File: src/design/srec_pkg.sv
package srec_pkg;

    // Bus and code widths
    localparam int ADDR_W  = 8;
    localparam int DATA_W  = 8;
    localparam int VCODE_W = 11;
    localparam int ICODE_W = 8;
    localparam int VT_HI_W = 3;

    // Register offsets
    localparam logic [7:0] ADDR_CTRL     = 8'h05;
    localparam logic [7:0] ADDR_CFG      = 8'h09;
    localparam logic [7:0] ADDR_VT_LO    = 8'h0a;
    localparam logic [7:0] ADDR_VT_HI    = 8'h0b;
    localparam logic [7:0] ADDR_IT       = 8'h0c;
    localparam logic [7:0] ADDR_STATUS   = 8'h0d;
    localparam logic [7:0] ADDR_VCODE_LO = 8'h0e;
    localparam logic [7:0] ADDR_VCODE_HI = 8'h0f;
    localparam logic [7:0] ADDR_ICODE    = 8'h10;

    // Field positions
    localparam int CTRL_SWEN_BIT = 0;
    localparam int CTRL_LOAD_BIT = 1;
    localparam int CFG_DIS_BIT   = 4;
    localparam int CFG_DIV_LSB   = 6;
    localparam int STAT_IEN_BIT  = 0;
    localparam int STAT_VBSY_BIT = 1;
    localparam int STAT_IBSY_BIT = 2;
    localparam int STAT_PIN_BIT  = 3;
    localparam int STAT_BIAS_BIT = 4;

    // Voltage code ceiling
    localparam logic [10:0] VCODE_MAX = 11'h780;

    // Servo divider, count limit is ratio minus one
    localparam int         DIV_CNT_W = 8;
    localparam logic [7:0] DIV_LIM0  = 8'h00;
    localparam logic [7:0] DIV_LIM1  = 8'h03;
    localparam logic [7:0] DIV_LIM2  = 8'h0f;
    localparam logic [7:0] DIV_LIM3  = 8'h3f;

    // Reset values
    localparam logic       SWEN_RST  = 1'b0;
    localparam logic       DIS_RST   = 1'b0;
    localparam logic [1:0] DIV_RST   = 2'h0;
    localparam logic [7:0] VT_LO_RST = 8'h00;
    localparam logic [2:0] VT_HI_RST = 3'h0;
    localparam logic [7:0] IT_RST    = 8'h00;

endpackage : srec_pkg

File: src/design/srec_servo_if.sv
`timescale 1ns/1ps
interface srec_servo_if #(parameter int W = 11);
    logic [W-1:0] target;
    logic         tick;
    logic         hold;
    logic [W-1:0] code;
    logic         at_target;

    modport ctl  (output target, output tick, output hold, input code, input at_target);
    modport chan (input target, input tick, input hold, output code, output at_target);
endinterface : srec_servo_if

File: src/design/srec_servo_chan.sv
`timescale 1ns/1ps
module srec_servo_chan
    import srec_pkg::*;
#(
    parameter int W = VCODE_W
)
(
    input  wire logic   i_clk,
    input  wire logic   i_rst_n,
    srec_servo_if.chan  sv
);

    typedef struct packed {
        logic [W-1:0] code;
    } srec_chan_st_t;

    srec_chan_st_t st_q;
    srec_chan_st_t st_d;

    if (W < 1 || W > 16)
    begin : g_bad_width
        $error("srec_servo_chan: width out of range");
    end

    // One count per tick toward the target, zero while held
    always_comb
    begin
        st_d = st_q;
        if (sv.hold)
        begin
            st_d.code = '0;
        end
        else if (sv.tick && (st_q.code < sv.target))
        begin
            st_d.code = st_q.code + {{(W-1){1'b0}}, 1'b1};
        end
        else if (sv.tick && (st_q.code > sv.target))
        begin
            st_d.code = st_q.code - {{(W-1){1'b0}}, 1'b1};
        end
    end

    always_ff @(posedge i_clk)
    begin
        if (!i_rst_n)
        begin
            st_q <= '0;
        end
        else
        begin
            st_q <= st_d;
        end
    end

    assign sv.code      = st_q.code;
    assign sv.at_target = (st_q.code == sv.target);
endmodule : srec_servo_chan

File: src/design/srec_top.sv
`timescale 1ns/1ps
// What this block does
// - Active voltage target changes only on a load command, as one 11-bit word.
// - Current reference code comes from the 8-bit current target register.
// - Each servo counter steps one count per divided tick toward its target.
// - Voltage and current servo channels run independently and at the same time.
// - Voltage servo counter doubles as the soft-start ramp after enable.
// - Two-bit field picks the servo clock division ratio for both channels.
// - Internal enable low keeps the regulator disabled, no switching.
// - Internal enable high enables the regulator toward the servo reference.
// - Discharge select high turns the discharge resistor on while disabled.
// - Discharge select low leaves the output floating while disabled.
// - Open enable pin reads high, so regulator enables once bias is ready.
// - Internal enable is bias ready AND the OR of enable pin and software enable bit.
// - Voltage servo counter held at zero while internal enable is low.
// - Voltage targets above 0x780 are accepted but clamped to 0x780.
module srec_top
    import srec_pkg::*;
#(
    parameter int DIV_W = DIV_CNT_W
)
(
    input  wire logic                I_CLK_SYS,
    input  wire logic                I_RST_N,
    input  wire logic [ADDR_W-1:0]   I_ADDR,
    input  wire logic [DATA_W-1:0]   I_WDATA,
    input  wire logic                I_WR,
    input  wire logic                I_RD,
    input  wire logic                I_EN_PIN,
    input  wire logic                I_BIAS_READY,
    output wire logic [DATA_W-1:0]   O_RDATA,
    output wire logic [VCODE_W-1:0]  O_VREF_CODE,
    output wire logic [ICODE_W-1:0]  O_IREF_CODE,
    output wire logic                O_REG_ENABLE,
    output wire logic                O_DISCHARGE_ON,
    output wire logic                O_SERVO_BUSY
);

    typedef struct packed {
        logic               en_s1;
        logic               en_s2;
        logic               bias_s1;
        logic               bias_s2;
        logic               sw_en;
        logic               load;
        logic [1:0]         div_sel;
        logic               dis_sel;
        logic [7:0]         vt_lo;
        logic [VT_HI_W-1:0] vt_hi;
        logic [ICODE_W-1:0] it;
        logic [VCODE_W-1:0] vtarget;
        logic [DIV_W-1:0]   div_cnt;
        logic               tick;
        logic               internal_enable;
        logic               reg_en;
        logic               dis_on;
        logic               busy;
        logic [DATA_W-1:0]  rdata;
    } srec_top_st_t;

    localparam srec_top_st_t ST_RST = '{
        en_s1:   1'b0,
        en_s2:   1'b0,
        bias_s1: 1'b0,
        bias_s2: 1'b0,
        sw_en:   SWEN_RST,
        load:    1'b0,
        div_sel: DIV_RST,
        dis_sel: DIS_RST,
        vt_lo:   VT_LO_RST,
        vt_hi:   VT_HI_RST,
        it:      IT_RST,
        vtarget: '0,
        div_cnt: '0,
        tick:    1'b0,
        internal_enable:     1'b0,
        reg_en:  1'b0,
        dis_on:  1'b0,
        busy:    1'b0,
        rdata:   '0
    };

    if (DIV_W < 6 || DIV_W > 16)
    begin : g_bad_div
        $error("srec_top: divider width cannot hold the largest ratio");
    end

    srec_top_st_t st_q;
    srec_top_st_t st_d;
    logic         v_busy;
    logic         i_busy;
    logic         busy_now;

    srec_servo_if #(.W(VCODE_W)) v_if ();
    srec_servo_if #(.W(ICODE_W)) i_if ();

    function automatic logic [DIV_W-1:0] div_limit(input logic [1:0] sel);
        logic [7:0] lim;
        lim = DIV_LIM0;
        case (sel)
            2'h0: lim = DIV_LIM0;
            2'h1: lim = DIV_LIM1;
            2'h2: lim = DIV_LIM2;
            2'h3: lim = DIV_LIM3;
        endcase
        return DIV_W'(lim);
    endfunction : div_limit

    function automatic logic [VCODE_W-1:0] clamp_code(input logic [VCODE_W-1:0] c);
        return (c > VCODE_MAX) ? VCODE_MAX : c;
    endfunction : clamp_code

    function automatic logic hit(input logic [ADDR_W-1:0] a, input logic [ADDR_W-1:0] reg_a);
        return a == reg_a;
    endfunction : hit

    // Servo channel hookup
    assign v_if.target = st_q.vtarget;
    assign v_if.tick   = st_q.tick;
    assign v_if.hold   = !st_q.internal_enable;
    assign i_if.target = st_q.it;
    assign i_if.tick   = st_q.tick;
    assign i_if.hold   = 1'b0;

    assign v_busy   = st_q.internal_enable && !v_if.at_target;
    assign i_busy   = !i_if.at_target;
    assign busy_now = v_busy || i_busy;

    srec_servo_chan #(.W(VCODE_W)) u_vchan (
        .i_clk   (I_CLK_SYS),
        .i_rst_n (I_RST_N),
        .sv      (v_if.chan)
    );

    srec_servo_chan #(.W(ICODE_W)) u_ichan (
        .i_clk   (I_CLK_SYS),
        .i_rst_n (I_RST_N),
        .sv      (i_if.chan)
    );

    always_comb
    begin
        st_d = st_q;

        // Pin synchronisers
        st_d.en_s1   = I_EN_PIN;
        st_d.en_s2   = st_q.en_s1;
        st_d.bias_s1 = I_BIAS_READY;
        st_d.bias_s2 = st_q.bias_s1;

        // Register writes
        st_d.load = 1'b0;
        if (I_WR && hit(I_ADDR, ADDR_CTRL))
        begin
            st_d.sw_en = I_WDATA[CTRL_SWEN_BIT];
            st_d.load  = I_WDATA[CTRL_LOAD_BIT];
        end
        if (I_WR && hit(I_ADDR, ADDR_CFG))
        begin
            st_d.div_sel = I_WDATA[CFG_DIV_LSB +: 2];
            st_d.dis_sel = I_WDATA[CFG_DIS_BIT];
        end
        if (I_WR && hit(I_ADDR, ADDR_VT_LO))
        begin
            st_d.vt_lo = I_WDATA;
        end
        if (I_WR && hit(I_ADDR, ADDR_VT_HI))
        begin
            st_d.vt_hi = I_WDATA[VT_HI_W-1:0];
        end
        if (I_WR && hit(I_ADDR, ADDR_IT))
        begin
            st_d.it = I_WDATA;
        end

        // Atomic transfer of the staged voltage word
        if (st_q.load)
        begin
            st_d.vtarget = clamp_code({st_q.vt_hi, st_q.vt_lo});
        end

        // Enable path
        st_d.internal_enable    = st_q.bias_s2 && (st_q.en_s2 || st_q.sw_en);
        st_d.reg_en = st_q.internal_enable;
        st_d.dis_on = !st_q.internal_enable && st_q.dis_sel;
        st_d.busy   = busy_now;

        // Servo clock divider, idle while both channels settled
        if (!busy_now)
        begin
            st_d.div_cnt = '0;
            st_d.tick    = 1'b0;
        end
        else if (st_q.div_cnt >= div_limit(st_q.div_sel))
        begin
            st_d.div_cnt = '0;
            st_d.tick    = 1'b1;
        end
        else
        begin
            st_d.div_cnt = st_q.div_cnt + {{(DIV_W-1){1'b0}}, 1'b1};
            st_d.tick    = 1'b0;
        end

        // Read data, valid in the cycle after the strobe only
        st_d.rdata = '0;
        if (I_RD)
        begin
            case (I_ADDR)
                ADDR_CTRL:
                begin
                    st_d.rdata[CTRL_SWEN_BIT] = st_q.sw_en;
                    st_d.rdata[CTRL_LOAD_BIT] = st_q.load;
                end
                ADDR_CFG:
                begin
                    st_d.rdata[CFG_DIV_LSB +: 2] = st_q.div_sel;
                    st_d.rdata[CFG_DIS_BIT]      = st_q.dis_sel;
                end
                ADDR_VT_LO:    st_d.rdata = st_q.vt_lo;
                ADDR_VT_HI:    st_d.rdata[VT_HI_W-1:0] = st_q.vt_hi;
                ADDR_IT:       st_d.rdata = st_q.it;
                ADDR_STATUS:
                begin
                    st_d.rdata[STAT_IEN_BIT]  = st_q.internal_enable;
                    st_d.rdata[STAT_VBSY_BIT] = v_busy;
                    st_d.rdata[STAT_IBSY_BIT] = i_busy;
                    st_d.rdata[STAT_PIN_BIT]  = st_q.en_s2;
                    st_d.rdata[STAT_BIAS_BIT] = st_q.bias_s2;
                end
                ADDR_VCODE_LO: st_d.rdata = v_if.code[7:0];
                ADDR_VCODE_HI: st_d.rdata[VCODE_W-9:0] = v_if.code[VCODE_W-1:8];
                ADDR_ICODE:    st_d.rdata = i_if.code;
                default:       st_d.rdata = '0;
            endcase
        end
    end

    always_ff @(posedge I_CLK_SYS)
    begin
        if (!I_RST_N)
        begin
            st_q <= ST_RST;
        end
        else
        begin
            st_q <= st_d;
        end
    end

    assign O_RDATA        = st_q.rdata;
    assign O_VREF_CODE    = v_if.code;
    assign O_IREF_CODE    = i_if.code;
    assign O_REG_ENABLE   = st_q.reg_en;
    assign O_DISCHARGE_ON = st_q.dis_on;
    assign O_SERVO_BUSY   = st_q.busy;
endmodule : srec_top

File: config.mk
export PLATFORM = sky130hd
export DESIGN_NAME = srec_top
export DESIGN_NICKNAME = d
export VERILOG_FILES = /design/src/design/srec_pkg.sv /design/src/design/srec_servo_if.sv /design/src/design/srec_servo_chan.sv /design/src/design/srec_top.sv
export SDC_FILE = /design/constraint.sdc
export NUM_CORES = 1
export LEC_CHECK = 0
export ABC_AREA = 1
export BUFFER_PORTS_ARGS = -buffer_cell sky130_fd_sc_hd__buf_2
export CORE_MARGIN = 5
export CORE_UTILIZATION = 60
export CTS_CLUSTER_SIZE = 40
export DETAILED_ROUTE_END_ITERATION = 8
export PLACE_DENSITY = 0.81
export SYNTH_ARGS = -nofsm -noshare
export SYNTH_HDL_FRONTEND = slang
export SYNTH_SLANG_ARGS = --single-unit
File: constraint.sdc
create_clock -name I_CLK_SYS -period 6.7 [get_ports I_CLK_SYS]
set_clock_uncertainty 0.15 [all_clocks]
set_input_delay 0 -clock I_CLK_SYS [delete_from_list [all_inputs] [get_ports I_CLK_SYS]]
set_output_delay 0 -clock I_CLK_SYS [all_outputs]
set_load 0.02 [all_outputs]
==> results.yml <==
timing:
  finalSetupTns_ns: 0
  relSlewSlack_pct: 50.9
  setup_viol: 0
  hold_violations: 0
  min_period_ns: 3.01
  fmax_mhz: 332
  period_share_pct: 44.9
  slew_violations: 0
  tightest_slew_ns: 0.737
  rsz0062_at_grt: "false"
setup_path:
  critical_path.cell_chain: "ha_1 -> inv_1 -> nor2_1 -> o21bai_1 -> nand2_1 -> nand2_1 -> nand2_1 -> ha_1 -> a21oi_1 -> nand2_1 -> nand3_1 -> nand2_1 -> a21boi_0 -> nand2_1 -> a21oi_1 -> nor2_1"
  critical_path_required_ns: 6.78
  end_kind: "flop"
  max_stage_delay_ns: 0.48
  critPathArrivalTime_ns: 3.09
  crit_buf_inv: 1
  cp_slowest_cell: "dfxtp_1"
  start_kind: "flop"
  cp_max_fo: 11
  cpMostUsedCell: "nand2_1"
  crit_type: "reg2reg"
  critPathTopFamily: "simple AND/OR/NAND/NOR gates"
route:
  vias_per_cell: 5.60
  via_count: 4537
  wl_met2_um: 5730
  drt_iter0_markers: 247
  wl_met1_um: 5120
  top_layer_used: "met4"
  routedWlPerCell_um: 14.9
  wl_um: 12100
  wl_met3_um: 811
  antenna_left: 0
  first_pass_iters: 5
  drc: 0
floorplan:
  start_util_pct: 61.1
  num_rows: 32
  die_height_um: 98.5
  die_w_um: 98.5
  boundaryPins: 52
  die_area_um2: 9700
  core-area_um2: 7690
layout:
  n_antenna_cell: 0
  areaGrowthSynthToFinish_pct: 15.5
  layout-drive-gt1-share_pct: 13.4
  design_area_um2: 5420
  final_nets: 769
global_route:
  grt_pass1_wl_um: 20700
  globalRouteOverflowTotal: 0
  grt_pass1_vias: 4468
  grt.total_usage_pct: 25.7
  antenna_found_initial: 0
  grt_max_degree: 47
yosys:
  netlist_area_um2: 4700
  yosysWarnings: 0
  synth_area_per_cell_um2: 7.37
  syn_inst: 637
  synth_cell_type_count: 46
  ys_ff_latch: 79
  seq_area_frac_synth_pct: 33.7
  synth_fp_nets: 702
power_and_ir_drop:
  switching_share_pct: 34.8
  ir_drop_uv: 154
  combinationalPowerShare_pct: 32.2
  p_per_area_nw_per_um2: 254
  p_int_mw: 0.899
  seq_power_share_pct: 38.6
  power_frac_clock_pct: 29.2
  power_switching_mw: 0.480
  power_leakage_nw: 2.51
clocking:
  h-tree-depth: 3
  clock_latency_ns: 0.35
  numCtsBuffers: 9
  clkSlewWorstSetupHoldPaths_ns: 0.08
  cts_root_buffer: "clkbuf_8"
  clk_path_buf_depth: 2
  clock-sinks: 79
  cts_tree: "done"
place:
  globalplace.congestion: 0.928
  io_buffers: 51
  placed_area_um2: 4950
  dpl.hpwl_um: 9000
hold_path:
  min_path_type: "in2reg"
run:
  maxCapViolations: 0
run_status:
  status: "completed"
==> worst reg2reg max path: cells and delay by family, from the launching register on <==
| family | cells | cell delay, ns |
|---|---|---|
| adder cells (fa/ha/maj) | 2 | 0.73 |
| buffers and inverters | 1 | 0.07 |
| AND/OR/NAND/NOR | 9 | 0.84 |
| flip-flops | 1 | 0.48 |
| AO/OA/AOI/OAI | 4 | 0.62 |
==> power by group through the flow <==
stage | Combinational [mW] | Sequential [mW] | Clock [mW]
finish | 0.443 | 0.532 | 0.403
global route | 0.498 | 0.537 | 0.429
CTS | 0.440 | 0.532 | 0.407
detailed placement | 0.430 | 0.543 | 0
global placement | 0.408 | 0.542 | 0
floorplan | 0.316 | 0.557 | 0
==> registers in the layout, summed over array words and instances (netlist names) <==
signal	count
st_q	26
u_vchan.sv.code	11
v_if.target	11
O_RDATA	8
i_if.target	8
u_ichan.sv.code	8
st_d	3
O_DISCHARGE_ON	1
O_REG_ENABLE	1
O_SERVO_BUSY	1
i_if.tick	1
==> cell usage after synthesis (all sizes together) <==
cell	count	area, um^2
o22ai	5	31.3
a31oi	3	18.8
fa	2	40.0
o21bai	1	7.51
inv	83	314
nand3	27	160
o41ai	1	16.3
a21o	2	15.0
xor2	7	61.3
o21ai	60	308
ha	41	513
o211ai	1	7.51
dfxtp	79	1580
buf	14	108
a21boi	2	15.0
xnor2	9	78.8
nand2	137	554
nor2	53	226
nand4	9	71.3
a2111oi	1	8.76
conb	1	3.75
nand3b	4	30.0
and3	1	6.26
a211oi	1	12.5
nor4	3	40.0
nor3	18	106
nor3b	3	22.5
a21oi	63	315
clkinv	1	5.00
clkbuf	5	18.8
==> final timing paths <==
| kind | from | to | slack (ns) | cells after the start |
|---|---|---|---|---|
| worst min register to register | st_d[58] | st_q[58] | 0.27 | 2 |
| worst max register to register | u_ichan.sv.code[1] | u_ichan.sv.code[7] | 3.69 | 16 |
| worst max-delay path | u_ichan.sv.code[1] | u_ichan.sv.code[7] | 3.69 | 16 |
| worst min-delay path | I_ADDR[2] | i_if.target[1] | 0.04 | 5 |
==> area by class of cell <==
cell class	count	area, um^2
multi-input combinational	455	2670
clock inverter	4	77.6
sequential	79	1580
tap	102	128
inverter	84	319
clock buffer	11	151
timing repair buffer	75	495
fill	657	2260
==> through the flow <==
step / cells / util, % / hold slack [ns] / total power [mW] / setup WS, ns
floorplan: 637 / - / -0.0524 / 0.873 / 3.98
global placement: 771 / 64.4 / 0.0334 / 0.950 / 3.88
detailed placement: 771 / 64.4 / 0.0426 / 0.973 / 3.72
CTS: 810 / 70.5 / 0.0244 / 1.38 / 3.69
global route: 810 / 70.5 / 0.0530 / 1.46 / 3.32
finish: 810 / 70.5 / 0.0423 / 1.38 / 3.69
==> metal layers <==
layer / global-route usage, % / up-vias
met5: 0 / -
met3: 4.18 / 41
met1: 32.4 / 2079
met2: 43.8 / 182
met4: 10.7 / 0
li1: - / 2235
==> placed cells by master (no fill, tap or decap), types with 4 or more instances in the layout <==
cell | netlist | final
a21oi_1 | 63 | 63
buf_2 | 2 | 51
clkbuf_8 | 0 | 11
dfxtp_1 | 79 | 79
dlygate4sd3_1 | 0 | 24
ha_1 | 41 | 41
inv_1 | 79 | 79
nand2_1 | 129 | 129
nand2_2 | 4 | 4
nand2_4 | 4 | 4
nand3_1 | 25 | 25
nand3b_1 | 4 | 4
nand4_1 | 8 | 8
nor2_1 | 48 | 48
nor3_1 | 16 | 16
o21ai_0 | 51 | 51
o21ai_1 | 7 | 7
o22ai_1 | 5 | 5
xnor2_1 | 9 | 9
xor2_1 | 7 | 7
==> cells by family after synthesis <==
logic type,after synthesis,share of synthesized area [%]
compound gates,140,16.1
xor+xnor,16,2.98
fa+ha+maj,43,11.8
buf+inv,103,9.48
flops,79,33.7
other cells,1,0.0798
simple gates,255,25.9
==> repair_timing <==
item	4_1_cts	5_1_grt
hold endpoints to repair	33	0
setup buffers	0	0
hold buffers	24	0
gates resized for setup	0	0
Note: power is estimated with default switching activity, not from simulation.
